`src/rtl/swt_pkg.sv`:
```
package swt_pkg;

   // control word layout
   localparam int CTRL_ENABLE_BIT = 0;
   localparam int CTRL_TEST_BIT = 4;
   localparam int CTRL_PARITY_BIT = 5;
   localparam logic [7:0] CTRL_RESET_VALUE = 8'h25;

   // status word layout; unlisted bits read as zero
   localparam int STAT_READY_BIT = 0;
   localparam int STAT_IDLE_BIT = 2;
   localparam int STAT_ERROR_BIT = 7;

   // word framing
   localparam int WORD_BITS = 32;
   localparam int BYTE_BITS = 8;
   localparam int WORD_BYTES = 4;
   localparam logic [4:0] LAST_BIT_IDX = 5'h1f;
   localparam logic [2:0] LAST_BIT_IN_BYTE = 3'h7;
   localparam logic [2:0] FULL_COUNT = 3'h4;

   // timing in transmit clock periods
   localparam int TICKS_PER_BIT = 4;
   localparam int TICKS_PER_HALF = TICKS_PER_BIT / 2;
   localparam int GAP_BIT_TIMES = 4;
   localparam int GAP_TICKS = GAP_BIT_TIMES * TICKS_PER_BIT;
   localparam logic [3:0] GAP_LAST_TICK = 4'(GAP_TICKS - 1);

   typedef enum logic [1:0] {
      SWT_IDLE = 2'b00,
      SWT_PULSE = 2'b01,
      SWT_NULL = 2'b11,
      SWT_GAP = 2'b10
   } swt_state_e;

   // 32-bit buffer only with mode pin high and parity bit low
   function automatic logic word_mode32(input logic mode_pin, input logic par_bit);
      word_mode32 = mode_pin & ~par_bit;
   endfunction

   function automatic logic parity_on(input logic mode_pin, input logic par_bit);
      parity_on = mode_pin | par_bit;
   endfunction

endpackage

```
`src/rtl/swt_transmitter.sv`:
```
// Functional notes
// - load buffer, then set enable bit to start; enable low keeps transmitter off
// - mode pin and parity bit pick 8-bit or 32-bit mode and parity
// - with parity, bit 32 becomes odd parity, else loaded data
// - self test holds both serial lines low
// - master reset initialises logic and control word to 8-bit enabled
// - idle output falls when sending starts, rises when word completes
// - ready output high only when buffer accepts data; host writes then
// - zero line pulses for 0 bits, one line for 1 bits, never both
// - both lines low whenever no bit is signalled
// - status bit 0 is 1 when buffer may be loaded
// - status bits 0, 2, 7 mirror ready, idle and error
// - underwrite error only in 8-bit mode, never in 32-bit mode
// - error stays until status read or master reset
// - transmitter suspended while error flag set
// - 8-bit byte write drops ready and idle; they rise later
// - word written as four bytes, bit 1 on data line 0 first
// - underwrite when next byte missing after previous byte's 8th bit
// - clear-to-send high holds off a loaded, enabled word
// - select high for control write and status read, low for data
// - bit timing from 4x transmit clock input
`timescale 1ns/1ps
`default_nettype none
module swt_transmitter (
   input wire logic REF_CLK,
   input wire logic RESET,
   input wire logic TX_BIT_CLOCK_4X,
   input wire logic WORD_MODE_PIN,
   input wire logic SEND_HOLD,
   input wire logic CHIP_SELECT_N,
   input wire logic WRITE_STROBE_N,
   input wire logic READ_STROBE_N,
   input wire logic CMD_DATA_SEL,
   input wire logic [7:0] DATA_IN,
   output logic [7:0] DATA_OUT,
   output logic DATA_OE,
   output logic TX_READY_OUT,
   output logic TX_IDLE_OUT,
   output logic ERROR_FLAG_OUT,
   output logic ZERO_LINE_OUT,
   output logic ONE_LINE_OUT
);
   logic [7:0] ctrl_reg;
   logic [31:0] word_reg;
   logic [2:0] count_reg, count_next;
   logic err_reg, err_next;
   logic ready_reg;
   logic idle_reg;
   logic txc_reg;
   logic ctrl_wr;
   logic data_wr;
   logic rd_end;
   logic rd_active;
   logic ser_busy;
   logic ser_can_start;
   logic bit_end;
   logic done;
   logic [4:0] bit_idx;
   logic [7:0] status_word;

   wire tick = TX_BIT_CLOCK_4X & ~txc_reg;
   wire tx_enable = ctrl_reg[swt_pkg::CTRL_ENABLE_BIT];
   wire self_test = ctrl_reg[swt_pkg::CTRL_TEST_BIT];
   wire par_bit = ctrl_reg[swt_pkg::CTRL_PARITY_BIT];
   wire mode32 = swt_pkg::word_mode32(WORD_MODE_PIN, par_bit);
   wire parity_en = swt_pkg::parity_on(WORD_MODE_PIN, par_bit);
   wire [2:0] cur_byte = {1'b0, bit_idx[4:3]};
   wire [2:0] next_byte = cur_byte + 3'h1;

   // 8-bit mode: free once the byte in flight is the newest one loaded
   wire ready8 = ser_busy ? (count_reg == next_byte) : (count_reg == 3'h0);
   wire ready32 = ~ser_busy & (count_reg != swt_pkg::FULL_COUNT);
   wire ready_next = ~err_reg & (count_reg != swt_pkg::FULL_COUNT)
                     & (mode32 ? ready32 : ready8);
   wire write_ok = data_wr & ready_reg;

   // the word needs all four bytes in 32-bit mode, only the first in 8-bit mode
   wire have_data = mode32 ? (count_reg == swt_pkg::FULL_COUNT) : (count_reg != 3'h0);
   wire start_go = ser_can_start & have_data & tx_enable & ~SEND_HOLD
                   & ~err_reg;

   // a byte's last bit ended while its successor is still missing
   wire underwrite = ~mode32 & bit_end & (bit_idx[2:0] == swt_pkg::LAST_BIT_IN_BYTE)
                     & (bit_idx != swt_pkg::LAST_BIT_IDX)
                     & (count_reg <= next_byte);

   // bit 32 is computed on the fly so late 8-bit loads still count
   wire odd_parity = ~^word_reg[30:0];
   wire cur_bit = (bit_idx == swt_pkg::LAST_BIT_IDX && parity_en) ? odd_parity
                  : word_reg[bit_idx];

   // idle stays low from the first 8-bit byte until the word is out
   wire idle_next = ~ser_busy & ~start_go & (mode32 | (count_reg == 3'h0));

   assign status_word = {ERROR_FLAG_OUT, 4'h0, TX_IDLE_OUT, 1'b0, TX_READY_OUT};
   assign TX_READY_OUT = ready_reg;
   assign TX_IDLE_OUT = idle_reg;
   assign ERROR_FLAG_OUT = err_reg;

   always_comb begin
      count_next = count_reg;
      if (done || underwrite) begin
         count_next = 3'h0;
      end else if (write_ok) begin
         count_next = count_reg + 3'h1;
      end
   end

   // set wins over the clear from a status read
   assign err_next = underwrite | (err_reg & ~rd_end);

   swt_host_port u_port (
      .clk(REF_CLK),
      .rst(RESET),
      .cs_n(CHIP_SELECT_N),
      .we_n(WRITE_STROBE_N),
      .re_n(READ_STROBE_N),
      .cmd_sel(CMD_DATA_SEL),
      .status(status_word),
      .ctrl_wr(ctrl_wr),
      .data_wr(data_wr),
      .rd_end(rd_end),
      .rd_active(rd_active),
      .d_out(DATA_OUT),
      .d_oe(DATA_OE)
   );

   swt_serializer u_ser (
      .clk(REF_CLK),
      .rst(RESET),
      .tick(tick),
      .start(start_go),
      .abort(underwrite),
      .cur_bit(cur_bit),
      .quiet(self_test),
      .busy(ser_busy),
      .ready_to_start(ser_can_start),
      .bit_end(bit_end),
      .done(done),
      .bit_idx(bit_idx),
      .zero_line(ZERO_LINE_OUT),
      .one_line(ONE_LINE_OUT)
   );

   // one lane per byte; byte n holds word bits 8n+1..8n+8
   genvar g;
   generate
      for (g = 0; g < swt_pkg::WORD_BYTES; g++) begin : g_lane
         always_ff @(posedge REF_CLK) begin
            if (RESET) begin
               word_reg[g*8 +: 8] <= 8'h00;
            end else if (write_ok && count_reg == 3'(g)) begin
               word_reg[g*8 +: 8] <= DATA_IN;
            end
         end
      end
   endgenerate

   always_ff @(posedge REF_CLK) begin
      if (RESET) begin
         ctrl_reg <= swt_pkg::CTRL_RESET_VALUE;
      end else if (ctrl_wr) begin
         ctrl_reg <= DATA_IN;
      end
   end

   always_ff @(posedge REF_CLK) begin
      if (RESET) begin
         txc_reg <= 1'b0;
         count_reg <= 3'h0;
         err_reg <= 1'b0;
         ready_reg <= 1'b0;
         idle_reg <= 1'b1;
      end else begin
         txc_reg <= TX_BIT_CLOCK_4X;
         count_reg <= count_next;
         err_reg <= err_next;
         // a fresh error must drop ready in the same edge that raises the flag
         ready_reg <= ready_next & ~write_ok & ~err_next;
         idle_reg <= idle_next & ~(write_ok & ~mode32);
      end
   end
endmodule
`default_nettype wire

```
`src/rtl/swt_host_port.sv`:
```
`timescale 1ns/1ps
`default_nettype none
module swt_host_port (
   input wire logic clk,
   input wire logic rst,
   input wire logic cs_n,
   input wire logic we_n,
   input wire logic re_n,
   input wire logic cmd_sel,
   input wire logic [7:0] status,
   output logic ctrl_wr,
   output logic data_wr,
   output logic rd_end,
   output logic rd_active,
   output logic [7:0] d_out,
   output logic d_oe
);
   logic we_n_reg;
   logic rd_reg;
   logic [7:0] d_out_reg;
   wire wr_edge = we_n_reg & ~we_n & ~cs_n;
   wire rd_now = ~cs_n & ~re_n & cmd_sel;

   assign ctrl_wr = wr_edge & cmd_sel;
   assign data_wr = wr_edge & ~cmd_sel;
   // error clear happens at the end of the read so the flag is seen first
   assign rd_end = rd_reg & ~rd_now;
   assign rd_active = rd_now;
   assign d_out = d_out_reg;
   assign d_oe = rd_reg;

   always_ff @(posedge clk) begin
      if (rst) begin
         we_n_reg <= 1'b1;
         rd_reg <= 1'b0;
         d_out_reg <= 8'h00;
      end else begin
         we_n_reg <= we_n;
         rd_reg <= rd_now;
         if (rd_now) begin
            d_out_reg <= status;
         end
      end
   end
endmodule
`default_nettype wire

```
`src/rtl/swt_serializer.sv`:
```
`timescale 1ns/1ps
`default_nettype none
module swt_serializer (
   input wire logic clk,
   input wire logic rst,
   input wire logic tick,
   input wire logic start,
   input wire logic abort,
   input wire logic cur_bit,
   input wire logic quiet,
   output logic busy,
   output logic ready_to_start,
   output logic bit_end,
   output logic done,
   output logic [4:0] bit_idx,
   output logic zero_line,
   output logic one_line
);
   swt_pkg::swt_state_e state_reg, state_next;
   logic half_reg;
   logic [4:0] idx_reg;
   logic [3:0] gap_reg;
   logic zero_reg;
   logic one_reg;
   wire half_end = tick & half_reg;

   assign busy = (state_reg == swt_pkg::SWT_PULSE) | (state_reg == swt_pkg::SWT_NULL);
   assign ready_to_start = state_reg == swt_pkg::SWT_IDLE;
   assign bit_end = half_end & (state_reg == swt_pkg::SWT_NULL);
   assign done = bit_end & (idx_reg == swt_pkg::LAST_BIT_IDX);
   assign bit_idx = idx_reg;
   assign zero_line = zero_reg;
   assign one_line = one_reg;

   always_comb begin
      state_next = state_reg;
      unique case (state_reg)
         swt_pkg::SWT_IDLE: if (start) state_next = swt_pkg::SWT_PULSE;
         swt_pkg::SWT_PULSE: if (half_end) state_next = swt_pkg::SWT_NULL;
         swt_pkg::SWT_NULL: begin
            if (done) state_next = swt_pkg::SWT_GAP;
            else if (half_end) state_next = swt_pkg::SWT_PULSE;
         end
         swt_pkg::SWT_GAP: begin
            if (tick && gap_reg == swt_pkg::GAP_LAST_TICK) state_next = swt_pkg::SWT_IDLE;
         end
      endcase
      if (abort) state_next = swt_pkg::SWT_IDLE;
   end

   always_ff @(posedge clk) begin
      if (rst) begin
         state_reg <= swt_pkg::SWT_IDLE;
         half_reg <= 1'b0;
         idx_reg <= 5'h00;
         gap_reg <= 4'h0;
         zero_reg <= 1'b0;
         one_reg <= 1'b0;
      end else begin
         state_reg <= state_next;
         // two ticks per half bit, four per bit
         half_reg <= (state_reg == swt_pkg::SWT_IDLE) ? 1'b0 : half_reg ^ tick;
         if (start && state_reg == swt_pkg::SWT_IDLE) idx_reg <= 5'h00;
         else if (bit_end && !done) idx_reg <= idx_reg + 5'h01;
         gap_reg <= (state_reg == swt_pkg::SWT_GAP) ? gap_reg + {3'h0, tick} : 4'h0;
         // only the pulse half drives a line; the rest is null
         zero_reg <= (state_reg == swt_pkg::SWT_PULSE) & ~cur_bit & ~quiet;
         one_reg <= (state_reg == swt_pkg::SWT_PULSE) & cur_bit & ~quiet;
      end
   end
endmodule
`default_nettype wire

```
`config.mk`:
```
export PLATFORM = sky130hd
export DESIGN_NAME = swt_transmitter
export DESIGN_NICKNAME = d
export VERILOG_FILES = /design/src/rtl/swt_pkg.sv /design/src/rtl/swt_transmitter.sv /design/src/rtl/swt_host_port.sv /design/src/rtl/swt_serializer.sv
export SDC_FILE = /design/constraint.sdc
export NUM_CORES = 1
export LEC_CHECK = 0
export BUFFER_PORTS_ARGS = -buffer_cell sky130_fd_sc_hd__buf_2
export CAP_MARGIN = 20
export CORE_MARGIN = 8
export CORE_UTILIZATION = 55
export CTS_BUF_LIST = sky130_fd_sc_hd__clkbuf_16
export CTS_CLUSTER_DIAMETER = 60
export CTS_CLUSTER_SIZE = 40
export DETAILED_ROUTE_END_ITERATION = 12
export PLACE_DENSITY = 0.75
export SKIP_LAST_GASP = 1
export SLEW_MARGIN = 20
export SYNTH_ARGS = -nofsm -noshare
export SYNTH_HDL_FRONTEND = slang
export SYNTH_SLANG_ARGS = --single-unit
```
`constraint.sdc`:
```
create_clock -name REF_CLK -period 6.1 [get_ports REF_CLK]
set_input_delay 1.22 -clock REF_CLK [delete_from_list [all_inputs] [get_ports REF_CLK]]
set_output_delay 1.22 -clock REF_CLK [all_outputs]
set_load 0.05 [all_outputs]
```
==> run_results.csv <==
group,metric,value,unit
yosys,ys_warn_count,0,
min_path,worstHoldStart,"word_reg[31]$_SDFFE_PP0P_",
drt,firstDrtPassIters,4,
final_layout,stdcell_area,0.00357,mm^2
drt,num_vias,2287,
final_layout,regArea,0.00122,mm^2
min_path,hp-class,"flop to flop",
sta,fin_setup_tns,0,ns
die,die_y,91.2,um
power_and_ir_drop,powerDensity,278,mW/mm^2
cts,clkLatencyLatePin,0.33,ns
yosys,syn_inst,303,
drt,drc,0,
place,dpl.cell_count,390,
critical_path,r2r_slack,3.53,ns
critical_path,crit_type,"input pin to flop",
die,rows,27,
yosys,synth-edff-count,0,
critical_path,cp-end-kind,"flop",
yosys,avgSynthCellArea,10.3,um^2
min_path,holdPathStages,2,
cts,clock-sinks,61,
place,hpwl,4700,um
min_path,holdPathEnd,"word_reg[31]$_SDFFE_PP0P_",
final_layout,layout.nets,361,
critical_path,cp_top_family,"simple AND/OR/NAND/NOR gates",
yosys,synth_ff_type,"dfxtp_1",
final_layout,areaGrowthSynthToFinish,14.8,%
critical_path,regToRegStartpoint,"u_ser.bit_idx[0]$_SDFFE_PP0P_",
cts,ctsResizeCount,0,
global_routing,grt_util_all_layers,0.176,
place,pre_cts_ws,2.90,ns
critical_path,startpoint,"WRITE_STROBE_N",
drt,drt-total-wl,6820,um
global_routing,grt_pass1_wl,11600,um
critical_path,cp_cell_sequence,"buf_2, nand2b_1, nor4b_2, buf_4, nor2b_1, mux2i_1, nor2_1",
place,gp_congestion,0.833,
final_layout,fin_util,0.652,
final_layout,fin_cells,406,
cts,cts_tree,"done",
sta,layout_setup_ws,3.22,ns
run_status,status,"finished clean",
final_layout,largest_reg_flops,32,
critical_path,worst_ep_arrival_time,3.06,ns
final_layout,nFillCells,446,
final_layout,layout-drive-gt1-share,0.150,
critical_path,crit_path_start_kind,"input pin",
critical_path,reg2reg_depth,7,
sta,hold_viol,0,
global_routing,antenna_found_initial,0,
die,initial_core_util,0.568,
sta,max_freq,347,MHz
cts,clk_path_buf_depth,2,
place,place_area,0.00326,mm^2
critical_path,regToRegEndpoint,"u_ser.state_reg[1]$_SDFFE_PP0P_",
drt,via_per_inst,5.63,
sta,grt_setup_unrepaired,"no",
sta,post-route-period-util,0.473,
die,ios,31,
sta,worstMarginPinSlew,0.884,ns
sta,drv_slew,0,
yosys,seq_area_frac_synth,0.393,
critical_path,cpMaxStageDelayCell,"nor2b_1",
critical_path,slowest_delay,0.74,ns
drt,ant_nets,0,
drt,detail_route.wl_per_cell,16.8,um
die,die_area,0.00832,mm^2
die,die_width,91.2,um
cts,postCtsSetupBuffers,0,
yosys,synth_area,0.00311,mm^2
yosys,ys_ff_latch,61,
cts,htreeDepth,3,
sta,relSlewSlack,0.410,
place,portBuffers,25,
power_and_ir_drop,power.leakage,0.00154,uW
cts,cts_root_buf,"clkbuf_16",
sta,skew,0.00723,ns
global_routing,globalRoute.totalOverflow,0,
final_layout,num_antenna_cells,0,
final_layout,multi_input_area,0.00179,mm^2
sta,min_period,2.88,ns
cts,cts_hold_buf,0,
power_and_ir_drop,peakVddDrop,0.000182,V
critical_path,path_buf_inv,2,
cts,path_clk_slew,0.05,ns
global_routing,grt_start_max_net_pins,45,
job,drv_cap,0,
critical_path,critPathMaxFanout,18,
critical_path,crit_required,6.28,ns
cts,numCtsBuffers,9,
die,core-area,0.00547,mm^2
drt,drtIter0Drc,194,
sta,timing.final.setup_violations,0,
yosys,synthDistinctLibCells,45,
global_routing,grt_pass1_vias,2353,
yosys,synthArstFlopShare,0,
[how the worst max path moves through the flow]
stage	endpoint	slack (ns)	depth (start not counted)
after floorplan	word_reg[7]$_SDFFE_PP0P_	3.35	6
after global placement	word_reg[1]$_SDFFE_PP0P_	2.95	7
after detailed placement	word_reg[1]$_SDFFE_PP0P_	2.90	7
after CTS	word_reg[4]$_SDFFE_PP0P_	3.21	7
after global routing	u_ser.state_reg[1]$_SDFFE_PP0P_	3.06	8
final	word_reg[4]$_SDFFE_PP0P_	3.22	7
[through the flow]
| step | hold slack [ns] | power, uW |
|---|---|---|
| after floorplan | 0.432 | 458 |
| final | 0.479 | 992 |
| after global routing | 0.514 | 1020 |
| after detailed placement | 0.463 | 475 |
| after CTS | 0.476 | 998 |
| after global placement | 0.446 | 474 |
[cells in the final DEF, fill, tap and decap left out, types with 3 or more instances in the layout]
cell       netlist  routed
xnor2_1         24      24
conb_1           1       5
nand2b_1         3       3
nor2_1          43      43
a21oi_1         10      10
clkinv_1         1       3
ha_1            15      15
nand3_1         13      13
buf_2            1      25
nand2_1         17      17
o21ai_0          7       7
inv_1            8       9
nor2b_1          4       4
mux4_1           8       8
xor2_1           3       3
xnor3_1          4       4
dfxtp_1         61      61
mux2i_1         34      34
clkbuf_16        0       9
mux2_2           4       4
[cell usage after synthesis (2+ instances only)]
| cell type | n | share of area |
|---|---|---|
| nand2_1 | 17 | 0.021 |
| a211oi_1 | 2 | 0.0048 |
| nor2b_1 | 4 | 0.0080 |
| and3_1 | 2 | 0.0040 |
| clkbuf_1 | 8 | 0.0097 |
| inv_1 | 8 | 0.0097 |
| mux2_2 | 4 | 0.014 |
| dfxtp_1 | 61 | 0.39 |
| nor3b_1 | 2 | 0.0048 |
| nor2_1 | 43 | 0.052 |
| nand3_1 | 13 | 0.021 |
| a21oi_1 | 10 | 0.016 |
| ha_1 | 15 | 0.060 |
| mux4_1 | 8 | 0.068 |
| xor2_1 | 3 | 0.0084 |
| nand3_2 | 2 | 0.0064 |
| xnor2_1 | 24 | 0.068 |
| nand2b_1 | 3 | 0.0060 |
| and2_1 | 2 | 0.0040 |
| o21ai_0 | 7 | 0.011 |
| buf_4 | 5 | 0.012 |
| mux2i_1 | 34 | 0.11 |
| xnor3_1 | 4 | 0.029 |
[layer usage]
layer / up-vias / GRT usage / share of wire
met5: - / 0 / 0
li1: 1106 / - / -
met2: 51 / 0.268 / 0.45
met3: 16 / 0.0502 / 0.061
met4: 0 / 0.0914 / 0.018
met1: 1114 / 0.220 / 0.47
[cell families after synthesis]
| kind of cell | share of synthesized area |
|---|---|
| adder cells (fa/ha/maj) | 0.0603 |
| buffers and inverters | 0.0378 |
| AO/OA/AOI/OAI | 0.0599 |
| XOR/XNOR | 0.105 |
| multiplexers | 0.199 |
| flip-flops | 0.393 |
| AND/OR/NAND/NOR | 0.144 |
| other | 0.00121 |
[worst min-delay path, delay by kind of cell, from the launching register on]
kind	cells	cell delay, ns
AO/OA/AOI/OAI	1	0.06
AND/OR/NAND/NOR	1	0.06
flip-flops	1	0.31
[cell type report]
type                            count  share of cell area
Clock buffer                        9              0.0631
Clock inverter                      7              0.0228
Inverter                            9             0.00946
Multi-Input combinational cell    222               0.500
Sequential cell                    61               0.342
Tap cell                           72              0.0252
Timing Repair Buffer               26              0.0371
[power by group]
part | internal [uW] | leakage [uW] | switching (uW)
clock network | 351 | 0.000155 | 174
registers | 404 | 0.000493 | 3.47
logic | 18.6 | 0.000890 | 41.0
No activity file was read; power rests on OpenSTA's default activity.
